$ cat src/rtl/adc_ctrl_consts.svh
`ifndef ADC_CTRL_CONSTS_SVH
`define ADC_CTRL_CONSTS_SVH
// ----------------------------------------
// Register indices (byte address = low 8 bits of 4 x index)
// ----------------------------------------
`define CSR_INDEX        8'h70
`define RES_HIGH_INDEX   8'h71
`define RES_LOW_INDEX    8'h72
`define CSR_RESET        8'h00
`define RES_RESET        10'h000
// ----------------------------------------
// Control/status fields
// ----------------------------------------
`define CSR_DONE_BIT     7
`define CSR_RATE_BIT     6
`define CSR_ON_BIT       5
`define CSR_RSVD_BIT     4
`define CSR_CHAN_LSB     0
// ----------------------------------------
// Conversion timing in converter clocks
// ----------------------------------------
`define SAMPLE_CLOCKS    4'h3
`define RESULT_BITS      4'ha
`define DIV_SLOW_HALF    2'h1
`define DIV_FAST_HALF    2'h0
`endif

$ cat src/rtl/adc_ctrl_pkg.sv
package adc_ctrl_pkg;
  typedef enum logic [1:0] {
    ST_IDLE   = 2'b00,
    ST_SAMPLE = 2'b01,
    ST_CONVERT = 2'b10
  } conv_state_t;

  typedef struct packed {
    logic [7:0]  address;
    logic        read;
    logic        write;
    logic [31:0] writedata;
    logic [3:0]  byteenable;
  } avmm_req_t;

  typedef struct packed {
    logic [31:0] readdata;
    logic        waitrequest;
    logic        readdatavalid;
  } avmm_rsp_t;
endpackage

$ cat src/rtl/adc_ctrl.sv
`timescale 1ns/1ns
`include "adc_ctrl_consts.svh"
// Summary of operation
// - Input above high reference yields all-ones result, no overflow flag.
// - Input below low reference yields zero result.
// - Converter on means continuous conversion of selected channel, no restart.
// - Each conversion end loads 10-bit result and sets done flag.
// - Done flag clears on high-byte read or any control/status write with byte lane 0 enabled.
// - Result registers are overwritten by every conversion, never latched.
// - Channel change aborts conversion, clears done, restarts on new channel.
// - Rate bit 0 gives clock divided by 4; 1 divides by 2.
// - Converter-on bit clear stops conversion; set starts it.
// - Channel field value selects analog input of that index, 0 to 15.
// - High byte shows result bits 9 to 2.
// - Low register shows result bits 1:0; bits 7:2 read zero.
// - Control/status resets to zero; done flag is read-only.
// - Wait mode leaves converter running unchanged.
// - Halt disables converter; results settle after wakeup interval.
// - No interrupt output; completion is polled only.
module adc_ctrl (
  // Clock and reset
  input  wire logic                     clk_i,
  input  wire logic                     rst_b_i,
  // Register bus
  input  wire adc_ctrl_pkg::avmm_req_t  bus_req_i,
  output      adc_ctrl_pkg::avmm_rsp_t  bus_rsp_o,
  // Analog front end
  input  wire logic                     comparator_i,
  input  wire logic                     halt_i,
  output      logic [3:0]               channel_select_o,
  output      logic [9:0]               trial_code_o,
  output      logic                     sample_o,
  output      logic                     converter_on_o
);
  import adc_ctrl_pkg::*;

  // ----------------------------------------
  // Input synchronisers
  // ----------------------------------------
  logic       cmp_meta_q;
  logic       cmp_sync_q;
  logic       halt_meta_q;
  logic       halt_sync_q;

  always_ff @(posedge clk_i or negedge rst_b_i) begin
    if (!rst_b_i) begin
      cmp_meta_q  <= 1'b0;
      cmp_sync_q  <= 1'b0;
      halt_meta_q <= 1'b0;
      halt_sync_q <= 1'b0;
    end else begin
      cmp_meta_q  <= comparator_i;
      cmp_sync_q  <= cmp_meta_q;
      halt_meta_q <= halt_i;
      halt_sync_q <= halt_meta_q;
    end
  end

  // ----------------------------------------
  // Bus decode
  // ----------------------------------------
  logic       ack_q;
  logic [7:0] csr_q;
  logic [9:0] result_q;
  logic [7:0] word_index;
  logic       hit_csr;
  logic       hit_high;
  logic       hit_low;
  logic       access;
  logic       lane0;
  logic       csr_write;
  logic       high_read;
  logic [7:0] read_byte;

  assign access     = (bus_req_i.read | bus_req_i.write) & ~ack_q;
  assign word_index = {2'b00, bus_req_i.address[7:2]};
  assign hit_csr    = (word_index == (`CSR_INDEX & 8'h3f)) & (bus_req_i.address[7:2] == 6'h30);
  assign hit_high   = (bus_req_i.address[7:2] == 6'h31);
  assign hit_low    = (bus_req_i.address[7:2] == 6'h32);
  assign lane0      = bus_req_i.byteenable[0];
  assign csr_write  = access & bus_req_i.write & hit_csr & lane0;
  assign high_read  = access & bus_req_i.read & hit_high;
  // Unmapped addresses read zero, writes dropped
  assign read_byte  = hit_csr  ? csr_q :
                      hit_high ? result_q[9:2] :
                      hit_low  ? {6'h00, result_q[1:0]} : 8'h00;

  // ----------------------------------------
  // Control/status register
  // ----------------------------------------
  logic       done_set;
  logic       chan_change;
  logic       conv_on;
  logic       conv_fast;
  logic [3:0] chan_sel;

  assign conv_on     = csr_q[`CSR_ON_BIT] & ~halt_sync_q;
  assign conv_fast   = csr_q[`CSR_RATE_BIT];
  assign chan_sel    = csr_q[3:0];
  assign chan_change = csr_write & (bus_req_i.writedata[3:0] != chan_sel);

  always_ff @(posedge clk_i or negedge rst_b_i) begin
    if (!rst_b_i) begin
      csr_q <= `CSR_RESET;
    end else begin
      if (csr_write) begin
        csr_q[6:0] <= bus_req_i.writedata[6:0];
      end
      // Completion wins over a same-cycle clear; a channel change always clears
      if (done_set & ~chan_change) begin
        csr_q[`CSR_DONE_BIT] <= 1'b1;
      end else if (csr_write | high_read) begin
        csr_q[`CSR_DONE_BIT] <= 1'b0;
      end
    end
  end

  // ----------------------------------------
  // Bus answer: one wait cycle per access
  // ----------------------------------------
  always_ff @(posedge clk_i or negedge rst_b_i) begin
    if (!rst_b_i) begin
      ack_q     <= 1'b0;
      bus_rsp_o <= '{readdata: 32'h0000_0000, waitrequest: 1'b1, readdatavalid: 1'b0};
    end else begin
      ack_q                 <= access;
      bus_rsp_o.waitrequest <= ~access;
      bus_rsp_o.readdatavalid <= access & bus_req_i.read;
      bus_rsp_o.readdata    <= access ? {24'h00_0000, read_byte} : 32'h0000_0000;
    end
  end

  // ----------------------------------------
  // Converter clock divider
  // ----------------------------------------
  logic [1:0] div_q;
  logic       tick;
  logic [1:0] div_top;

  assign div_top = conv_fast ? 2'h1 : 2'h3;
  assign tick    = (div_q >= div_top);

  always_ff @(posedge clk_i or negedge rst_b_i) begin
    if (!rst_b_i) begin
      div_q <= 2'h0;
    end else begin
      div_q <= (tick | ~conv_on | chan_change) ? 2'h0 : div_q + 2'h1;
    end
  end

  // ----------------------------------------
  // Successive approximation sequencer
  // ----------------------------------------
  conv_state_t state_q;
  logic [3:0]  step_q;
  logic [9:0]  trial_q;
  logic [9:0]  bit_mask;
  logic [9:0]  kept;

  assign bit_mask = 10'h200 >> step_q;
  // Comparator high means input above the trial level, so the bit stays
  assign kept     = cmp_sync_q ? trial_q : (trial_q & ~bit_mask);
  assign done_set = (state_q == ST_CONVERT) & tick & (step_q == `RESULT_BITS - 4'h1) & conv_on;

  always_ff @(posedge clk_i or negedge rst_b_i) begin
    if (!rst_b_i) begin
      state_q  <= ST_IDLE;
      step_q   <= 4'h0;
      trial_q  <= 10'h000;
      result_q <= `RES_RESET;
    end else if (~conv_on | chan_change) begin
      state_q <= conv_on ? ST_SAMPLE : ST_IDLE;
      step_q  <= 4'h0;
      trial_q <= 10'h000;
    end else if (tick) begin
      unique case (state_q)
        ST_IDLE: begin
          state_q <= ST_SAMPLE;
          step_q  <= 4'h0;
        end
        ST_SAMPLE: begin
          if (step_q == `SAMPLE_CLOCKS - 4'h1) begin
            state_q <= ST_CONVERT;
            step_q  <= 4'h0;
            trial_q <= 10'h200;
          end else begin
            step_q <= step_q + 4'h1;
          end
        end
        ST_CONVERT: begin
          if (step_q == `RESULT_BITS - 4'h1) begin
            result_q <= kept;
            state_q  <= ST_SAMPLE;
            step_q   <= 4'h0;
            trial_q  <= 10'h000;
          end else begin
            trial_q <= kept | (bit_mask >> 1);
            step_q  <= step_q + 4'h1;
          end
        end
        default: state_q <= ST_IDLE;
      endcase
    end
  end

  // ----------------------------------------
  // Front-end outputs, all registered
  // ----------------------------------------
  always_ff @(posedge clk_i or negedge rst_b_i) begin
    if (!rst_b_i) begin
      channel_select_o <= 4'h0;
      trial_code_o     <= 10'h000;
      sample_o         <= 1'b0;
      converter_on_o   <= 1'b0;
    end else begin
      channel_select_o <= chan_sel;
      trial_code_o     <= trial_q;
      sample_o         <= (state_q == ST_SAMPLE);
      converter_on_o   <= conv_on;
    end
  end

  // ----------------------------------------
  // Checks
  // ----------------------------------------
  AST_CSR_RESET_ZERO: assert property (@(posedge clk_i) $rose(rst_b_i) |-> csr_q == 8'h00)
    else $error("csr not zero after reset");
  AST_DONE_ON_END: assert property (@(posedge clk_i) disable iff (!rst_b_i)
    done_set & ~chan_change |=> csr_q[7] && result_q == $past(kept))
    else $error("done or result missing at conversion end");
  AST_HIGH_READ_CLEARS: assert property (@(posedge clk_i) disable iff (!rst_b_i)
    high_read & ~done_set |=> !csr_q[7])
    else $error("high read did not clear done");
  AST_CSR_WRITE_CLEARS: assert property (@(posedge clk_i) disable iff (!rst_b_i)
    csr_write & ~done_set |=> !csr_q[7])
    else $error("csr write did not clear done");
  AST_CHAN_ABORT: assert property (@(posedge clk_i) disable iff (!rst_b_i)
    chan_change & conv_on |=> state_q == ST_SAMPLE && step_q == 4'h0 && !csr_q[7])
    else $error("channel change did not restart");
  AST_OFF_IDLE: assert property (@(posedge clk_i) disable iff (!rst_b_i)
    !conv_on |=> state_q == ST_IDLE)
    else $error("converter kept running while off");
  // A rate write just after a tick moves the next tick, so it excuses the count
  AST_FAST_DIV: assert property (@(posedge clk_i) disable iff (!rst_b_i)
    tick & conv_fast & conv_on & ~csr_write |=> !tick ##1 (tick || $past(csr_write) || !$past(conv_on)))
    else $error("fast divider not by two");
  AST_SLOW_DIV: assert property (@(posedge clk_i) disable iff (!rst_b_i)
    tick & ~conv_fast & conv_on & ~csr_write |=> !tick ##1 (!tick || $past(csr_write))
      ##1 (!tick || $past(csr_write) || $past(csr_write, 2)))
    else $error("slow divider not by four");
  AST_LOW_ZERO: assert property (@(posedge clk_i) disable iff (!rst_b_i)
    bus_rsp_o.readdatavalid & $past(hit_low) |-> bus_rsp_o.readdata[31:2] == 30'h0)
    else $error("low register upper bits not zero");

  // ----------------------------------------
  // Register path and sequencing checks
  // ----------------------------------------
  // Read data is registered, so it shows the state of the decode cycle
  AST_CSR_READBACK: assert property (@(posedge clk_i) disable iff (!rst_b_i)
    access & bus_req_i.read & hit_csr |=> bus_rsp_o.readdata[7:0] == $past(csr_q))
    else $error("csr read data wrong");
  AST_HIGH_DATA: assert property (@(posedge clk_i) disable iff (!rst_b_i)
    access & bus_req_i.read & hit_high |=> bus_rsp_o.readdata[7:0] == $past(result_q[9:2]))
    else $error("high register data wrong");
  AST_LOW_DATA: assert property (@(posedge clk_i) disable iff (!rst_b_i)
    access & bus_req_i.read & hit_low |=> bus_rsp_o.readdata[1:0] == $past(result_q[1:0]))
    else $error("low register data wrong");
  AST_ANSWER_ONE_CYCLE: assert property (@(posedge clk_i) disable iff (!rst_b_i)
    access |=> !bus_rsp_o.waitrequest ##1 bus_rsp_o.waitrequest)
    else $error("bus answer not exactly one cycle");
  AST_WRITE_STORES: assert property (@(posedge clk_i) disable iff (!rst_b_i)
    csr_write |=> csr_q[6:0] == $past(bus_req_i.writedata[6:0]))
    else $error("csr write not stored");
  AST_CHAN_OUT: assert property (@(posedge clk_i) disable iff (!rst_b_i)
    csr_write |=> ##1 channel_select_o == $past(bus_req_i.writedata[3:0], 2))
    else $error("channel output does not follow field");
  AST_DONE_STEADY: assert property (@(posedge clk_i) disable iff (!rst_b_i)
    !done_set & !csr_write & !high_read |=> $stable(csr_q[7]))
    else $error("done changed without cause");
  AST_NO_DONE_OFF: assert property (@(posedge clk_i) disable iff (!rst_b_i)
    !conv_on & !csr_q[7] |=> !csr_q[7])
    else $error("done set while converter off");
  AST_RESULT_HELD: assert property (@(posedge clk_i) disable iff (!rst_b_i)
    !done_set |=> $stable(result_q))
    else $error("result changed outside conversion end");
  AST_IDLE_START: assert property (@(posedge clk_i) disable iff (!rst_b_i)
    state_q == ST_IDLE && conv_on && tick && !chan_change |=> state_q == ST_SAMPLE)
    else $error("converter did not start");
  AST_RESTART_AFTER_END: assert property (@(posedge clk_i) disable iff (!rst_b_i)
    done_set & ~chan_change |=> state_q == ST_SAMPLE && step_q == 4'h0)
    else $error("conversion not repeated");
  AST_MSB_FIRST: assert property (@(posedge clk_i) disable iff (!rst_b_i)
    state_q == ST_SAMPLE && tick && step_q == `SAMPLE_CLOCKS - 4'h1 && conv_on && !chan_change
      |=> state_q == ST_CONVERT && trial_q == 10'h200)
    else $error("first trial not the top bit");
  AST_STEP_RANGE: assert property (@(posedge clk_i) disable iff (!rst_b_i)
    (state_q != ST_CONVERT || step_q < `RESULT_BITS) && (state_q != ST_SAMPLE || step_q < `SAMPLE_CLOCKS))
    else $error("step count out of range");
  AST_HALT_OFF: assert property (@(posedge clk_i) disable iff (!rst_b_i)
    halt_sync_q |=> !converter_on_o)
    else $error("converter on during halt");
endmodule // adc_ctrl

$ cat config.mk
export PLATFORM = sky130hd
export DESIGN_NAME = adc_ctrl
export DESIGN_NICKNAME = d
export VERILOG_FILES = /design/src/rtl/adc_ctrl_pkg.sv /design/src/rtl/adc_ctrl.sv
export VERILOG_INCLUDE_DIRS = /design/src /design/src/rtl
export SDC_FILE = /design/constraint.sdc
export NUM_CORES = 1
export LEC_CHECK = 0
export ABC_CLOCK_PERIOD_IN_PS = 2620
export BUFFER_PORTS_ARGS = -buffer_cell sky130_fd_sc_hd__buf_2
export CAP_MARGIN = 20
export CORE_MARGIN = 4
export CORE_UTILIZATION = 47
export CTS_CLUSTER_DIAMETER = 150
export DETAILED_ROUTE_END_ITERATION = 8
export GPL_TIMING_DRIVEN = 0
export MAX_ROUTING_LAYER = met4
export PLACE_DENSITY_LB_ADDON = 0.25
export SETUP_SLACK_MARGIN = 0.3
export SYNTH_ARGS = -nofsm -noshare
export SYNTH_HDL_FRONTEND = slang
export SYNTH_SLANG_ARGS = --single-unit
$ cat constraint.sdc
create_clock -name clk_i -period 2.62 [get_ports clk_i]
set_input_delay 0.524 -clock clk_i [delete_from_list [all_inputs] [get_ports clk_i]]
set_output_delay 0.524 -clock clk_i [all_outputs]
set_load 0.02 [all_outputs]
==> metrics, run 1 <==
post-synthesis xor/xnor area fraction=1.39%; Final Hold Viols=0; CP startpoint kind=primary input; FF-to-FF setup slack=480 ps; Max Cap Violations=0; largest net degree at the start of global routing=68; Power Dens Cells=568 nW/um2; WL final=6690 um; worst hold-check path type=in2async; filler instances=568; clock sink count=67; Inserted Clock Buffers=9; kind of critical path=in2reg; Post-synth ARST share=100%; synthesis-to-layout area growth=20.6%; Post-synth EDFFs=0; upper clock frequency limit=0.465 GHz; post-synthesis average cell area=10.8 um2; Starting Density=49.2%; routed via count=2367; Slew Limit Fails=0; first-pass GRT wire length=11400 um; synth top area cells=dfrtp_1 52%, buf_4 5.7%, mux2_2 3.9%; crit path from=bus_req_i[42]; setup TNS=0 ps; ANT nets after route=0; post-synth top area cell=dfrtp_1; status=complete, no violations; dpl cells=437; VDD IR max=0.382 mV; dominant synthesized flop cell=dfrtp_1; Cells after Synth=292; GRT Resource Usage Total=17.8%; Leak=1.83 nW; post-DP HPWL=4670 um; slowest stage cell, crit path=nor4_2; RSZ-0062 raised after global routing=false; Skew-Pair Late Insertion Delay=340 ps; n_diodes=0; FF+latch count, synth=67; Clock Skew=9.02 ps; Post-Syn Area=3160 um2; CTS tree=done; detail-routed via count per cell=5.20; Core Region=6420 um2; Worst Path Required=2840 ps; Reg2Reg Depth=7; Starting DRT DRC Count=110; commonest cells after routing, fill and taps aside=66 x dfrtp_1, 47 x buf_2, 27 x buf_4; biggest cell delay along the critical path=530 ps; row cnt=29; largest family of logic cells by synthesized area=compound AO/OA/AOI/OAI gates; Simple-Gate Fraction of Synth Area=12.7%; Tightest Pin Transition=845 ps; adder-cell share of the synthesized area=2.77%; Root Buffer=clkbuf_8; Final min period=2150 ps; fin cells=455; placer congestion estimate=0.887; H-tree levels=3; Crit Path Max Fanout=10; Setup crit end kind=flop; Final Cycle Share=82.0%; commonest non-fill, non-tap cell in the layout=dfrtp_1; Rel. slew slack=43.2%; # IOs=100; post-synth top area share=52.3%; IO buf count=45; GRT overflow=0; critical path, cell by cell=buf_2, nand4bb_1, nor4_2, a21bo_2, clkbuf_1, buf_2, nor2_1; Compound-Gate Fraction of Synth Area=15.3%; Finish-stage setup viols=0; RR Endpoint=trial_q[1]$_DFFE_PN0P_; chip width=90.0 um; Cell variety after synth=46; initial antenna violation count=0; largest buffer count on any clock path=2; DRC errors left=0; share of layout cells above drive strength 1=29.4%; most used cell, CP=buf_2; drt wl/cell=14.7 um; Ys Warns=0; Nets=430; multiplexer share of the synthesized area=5.19%; hold_buf cts=0; die footprint=8100 um2; router iterations before antenna repair=4; CTS clk-pin slew, worst paths=70 ps; R2R Path Start=csr_q[6]$_DFFE_PN0P_; post-synthesis sequential area ratio=53.1%; vias in the first global route=2330; Worst Path Arrival=2370 ps; Die Span Y=90.0 um
sequential cells by signal, indices dropped and copies added (netlist names):
name,cells
bus_rsp_o,10
result_q,10
trial_code_o,10
trial_q,10
csr_q,8
channel_select_o,4
step_q,4
div_q,2
state_q,2
ack_q,1
cmp_meta_q,1
cmp_sync_q,1
converter_on_o,1
halt_meta_q,1
halt_sync_q,1
sample_o,1
metrics by stage:
step	power (mW)	area [um2]	util [%]	hold slack [ps]	setup slack, ps
floorplan	1.20	3250	-	228	642
global placement	1.25	3570	55.6	333	31.2
detailed placement	1.26	3570	55.6	340	-7.46
CTS	2.19	3790	59.1	268	321
global route	2.26	3810	59.3	270	339
finish	2.16	3810	59.3	273	471
how the worst max path moves through the flow:
stage | endpoint | slack, ps | depth (start not counted)
floorplan | csr_q[2]$_DFFE_PN0P_ | 640 | 4
CTS | trial_q[5]$_DFFE_PN0P_ | 320 | 5
global route | state_q[1]$_DFFE_PN0P_ | 340 | 7
global placement | trial_q[8]$_DFFE_PN0P_ | 30 | 7
finish | trial_q[1]$_DFFE_PN0P_ | 470 | 7
detailed placement | step_q[2]$_DFFE_PN0P_ | -7 | 7
cell type report:
| cell class | count | area, um2 | share of cell area, % |
|---|---|---|---|
| buffer | 39 | 250 | 6.57 |
| clock buffer | 10 | 128 | 3.35 |
| clock inverter | 6 | 88.8 | 2.33 |
| inverter | 13 | 48.8 | 1.28 |
| multi-input combinational | 196 | 1280 | 33.6 |
| sequential | 67 | 1680 | 44.0 |
| tap | 77 | 96.3 | 2.53 |
| timing repair buffer | 47 | 243 | 6.37 |
power by group:
group | total (mW) | internal (mW) | switching (mW)
Sequential | 1.07 | 1.06 | 0.0143
Clock | 0.928 | 0.537 | 0.391
Combinational | 0.162 | 0.0607 | 0.101
Total | 2.16 | 1.66 | 0.506
cells by family (layout without fill, tap and decap cells):
| logic type | after synthesis | count (layout) |
|---|---|---|
| and+or+nand+nor | 75 | 75 |
| AOI/OAI and AO/OA | 70 | 70 |
| DFF | 67 | 67 |
| buffers and inverters | 52 | 115 |
| muxes | 15 | 15 |
| adders and majority gates | 7 | 7 |
| xor gates and xnor gates | 5 | 5 |
| other | 1 | 24 |
critical path: cells and delay by family:
| family | cells | cell delay (ps) |
|---|---|---|
| compound gates | 1 | 210 |
| buf+inv | 3 | 710 |
| simple gates | 3 | 920 |
synthesized netlist by cell type, types with 2 or more instances:
cell type,count
dfrtp_1,66
buf_4,24
a21oi_1,18
nor2_1,17
nand2_1,15
o21ai_0,15
inv_1,13
clkbuf_1,11
mux2_2,11
nor3_1,10
a22oi_1,8
ha_1,7
a21boi_0,5
and2_1,5
nor4_1,5
xnor2_1,5
mux2i_1,4
nand3_1,4
nor2b_1,4
o41ai_1,4
buf_2,3
nand2b_1,3
nor3b_1,3
o211ai_1,3
o31a_1,3
a21o_1,2
a31oi_1,2
nand4_1,2
o21bai_1,2
o221ai_1,2
metal layers:
layer / part of all wire, % / vias up / GRT usage, %
met5: 0 / - / -
met2: 48 / 80 / 27.4
met3: 6.7 / 4 / 5.84
met1: 44 / 1143 / 22.1
li1: - / 1140 / -
met4: 0.64 / 0 / 6.12
timing repair:
item	CTS	global route
pin swaps	0	1
gates resized for setup	1	4
endpoints found under the setup margin	8	10
buffers inserted	0	2
No activity file was read; power rests on OpenSTA's default activity.
==> run 2: changes to the inputs <==
Settings changed: ABC_AREA from default to 1, ABC_CLOCK_PERIOD_IN_PS 2620 to 2000.
Clock period 2.62 ns to 2 ns, I/O delays scaled along.
==> run 2 against run 1 <==
Net effect: sequential share of layout area down 2.2 points; cell count up 21%; global-route usage is 0.12 points lower; power increased by 48%; critical path type is now reg2reg.
==> metrics, run 2 <==
status=complete, no violations; share of layout cells above drive strength 1=31.6%; vias in the first global route=2502; die footprint=8350 um2; GRT Resource Usage Total=17.7%; CTS clk-pin slew, worst paths=70 ps; kind of critical path=reg2reg; Root Buffer=clkbuf_8; Worst Path Required=2240 ps; RR Endpoint=trial_q[9]$_DFFE_PN0P_; Slew Limit Fails=0; post-synth top area share=50.6%; routed via count=2670; largest net degree at the start of global routing=68; post-DP HPWL=4790 um; WL final=6930 um; ANT nets after route=0; fin cells=549; Reg2Reg Depth=8; post-synth top area cell=dfrtp_1; Setup crit end kind=flop; top-count cell post-synth=nand2_1; worst hold-check path type=in2async; largest buffer count on any clock path=2; Synth top cells by count=114 x nand2_1, 66 x dfrtp_1, 34 x nand3_1, 26 x buf_4, 24 x inv_1; Final Hold Viols=0; Worst Path Arrival=1890 ps; Cell Area, Placed=3680 um2; WHS=133 ps; post-synthesis sequential area ratio=51.4%; DRT met1 WL=3060 um; Final min period=1650 ps; # IOs=100; Leak=2.11 nW; Die Span Y=91.4 um; first-pass GRT wire length=11400 um; Cell variety after synth=30; synth top area cells=dfrtp_1 51%, nand2_1 13%, buf_4 6.0%; initial antenna violation count=0; drt wl/cell=12.6 um; clock sink count=67; hold_buf cts=0; Crit Path Max Fanout=6; Starting DRT DRC Count=164; post-synthesis average cell area=8.66 um2; commonest cells after routing, fill and taps aside=114 x nand2_1, 63 x dfrtp_1, 45 x buf_2; crit path from=step_q[2]$_DFFE_PN0P_; Ys Warns=0; DRC errors left=0; GRT overflow=0; synthesis-to-layout area growth=23.1%; Post-Syn Area=3270 um2; Rel. slew slack=46.2%; commonest non-fill, non-tap cell in the layout=nand2_1; router iterations before antenna repair=4; detail-routed via count per cell=4.86; total power=3.20 mW; dominant synthesized flop cell=dfrtp_1; Starting Density=48.3%; Core Region=6760 um2; Final WS setup=353 ps; Skew-Pair Late Insertion Delay=350 ps; Final Cycle Share=82.3%; VDD IR max=0.375 mV; Tightest Pin Transition=808 ps; CTS tree=done; Finished Core Util=59.5%; pre-CTS setup slack=208 ps; met3 routed WL=401 um; placer congestion estimate=0.918; RSZ-0062 raised after global routing=true; setup TNS=0 ps; CP startpoint kind=flop; row cnt=30; H-tree levels=3; Finish-stage setup viols=0; Clock Skew=8.74 ps; Max Cap Violations=0; FF+latch count, synth=67; Cells after Synth=377; Nets=521; Final Instance Area=4020 um2; chip width=91.4 um; highest metal used=met4; Inserted Clock Buffers=9; upper clock frequency limit=0.607 GHz; IO buf count=45; FF-to-FF setup slack=350 ps; metal2 WL=3340 um; dpl cells=525; R2R Path Start=step_q[2]$_DFFE_PN0P_; CP endpoint=trial_q[9]$_DFFE_PN0P_; n_diodes=0; Power Dens Cells=796 nW/um2; Post-synth ARST share=100%; Post-synth EDFFs=0
run 2: cells by family after synthesis:
family / after synthesis / share of synthesized area [%]
buf+inv: 63 / 10.7
fa+ha+maj: 7 / 2.68
other cells: 1 / 0.115
flops: 67 / 51.4
compound gates: 42 / 8.16
xor+xnor: 1 / 0.268
simple gates: 196 / 26.7
run 2: worst min-delay path by stage:
stage | to | slack (ps) | cells after the start
2_1_floorplan | ack_q$_DFF_PN0_ | 100 | 0
3_5_place_dp | halt_sync_q$_DFF_PN0_ | 340 | 0
4_1_cts | halt_meta_q$_DFF_PN0_ | 150 | 1
5_1_grt | halt_meta_q$_DFF_PN0_ | 150 | 1
6_report | channel_select_o[2]$_DFF_PN0_ | 130 | 1
3_3_place_gp | halt_sync_q$_DFF_PN0_ | 330 | 0
run 2: what timing repair did:
| item | 4_1_cts | 5_1_grt |
|---|---|---|
| pin swaps | 0 | 6 |
| buffers inserted | 0 | 6 |
| endpoints found under the setup margin | 20 | 23 |
| gates cloned | 0 | 2 |
| resized for setup | 3 | 20 |
run 2: area by class of cell:
| class | count | area [um2] |
|---|---|---|
| flip-flops and latches | 67 | 1680 |
| repair buffers | 52 | 300 |
| clock buffers | 12 | 145 |
| inverters | 32 | 120 |
| plain buffers | 31 | 235 |
| multi-input cells | 271 | 1390 |
| well taps | 80 | 100 |
| fillers | 579 | 2740 |
| clock inverters | 4 | 50.0 |
run 2: per-layer routing:
metal / global-route usage [%] / vias up
li1: - / 1326
met1: 22.5 / 1253
met2: 27.2 / 82
met3: 2.98 / 9
met4: 9.05 / 0
met5: - / -
run 2: report_power, final:
| part | switching, mW | total, mW | internal (mW) |
|---|---|---|---|
| registers | 0.0532 | 1.48 | 1.43 |
| clock network | 0.503 | 1.11 | 0.608 |
| logic | 0.390 | 0.610 | 0.220 |
| total | 0.946 | 3.20 | 2.25 |
run 2: worst max-delay path, cell delays in order (launching register included):
cell,delay (ps)
dfrtp_1,460
nor2_2,260
nand2_2,140
a21oi_2,250
buf_6,160
buf_12,100
nor2_4,40
nand2_1,60
nand2_1,50
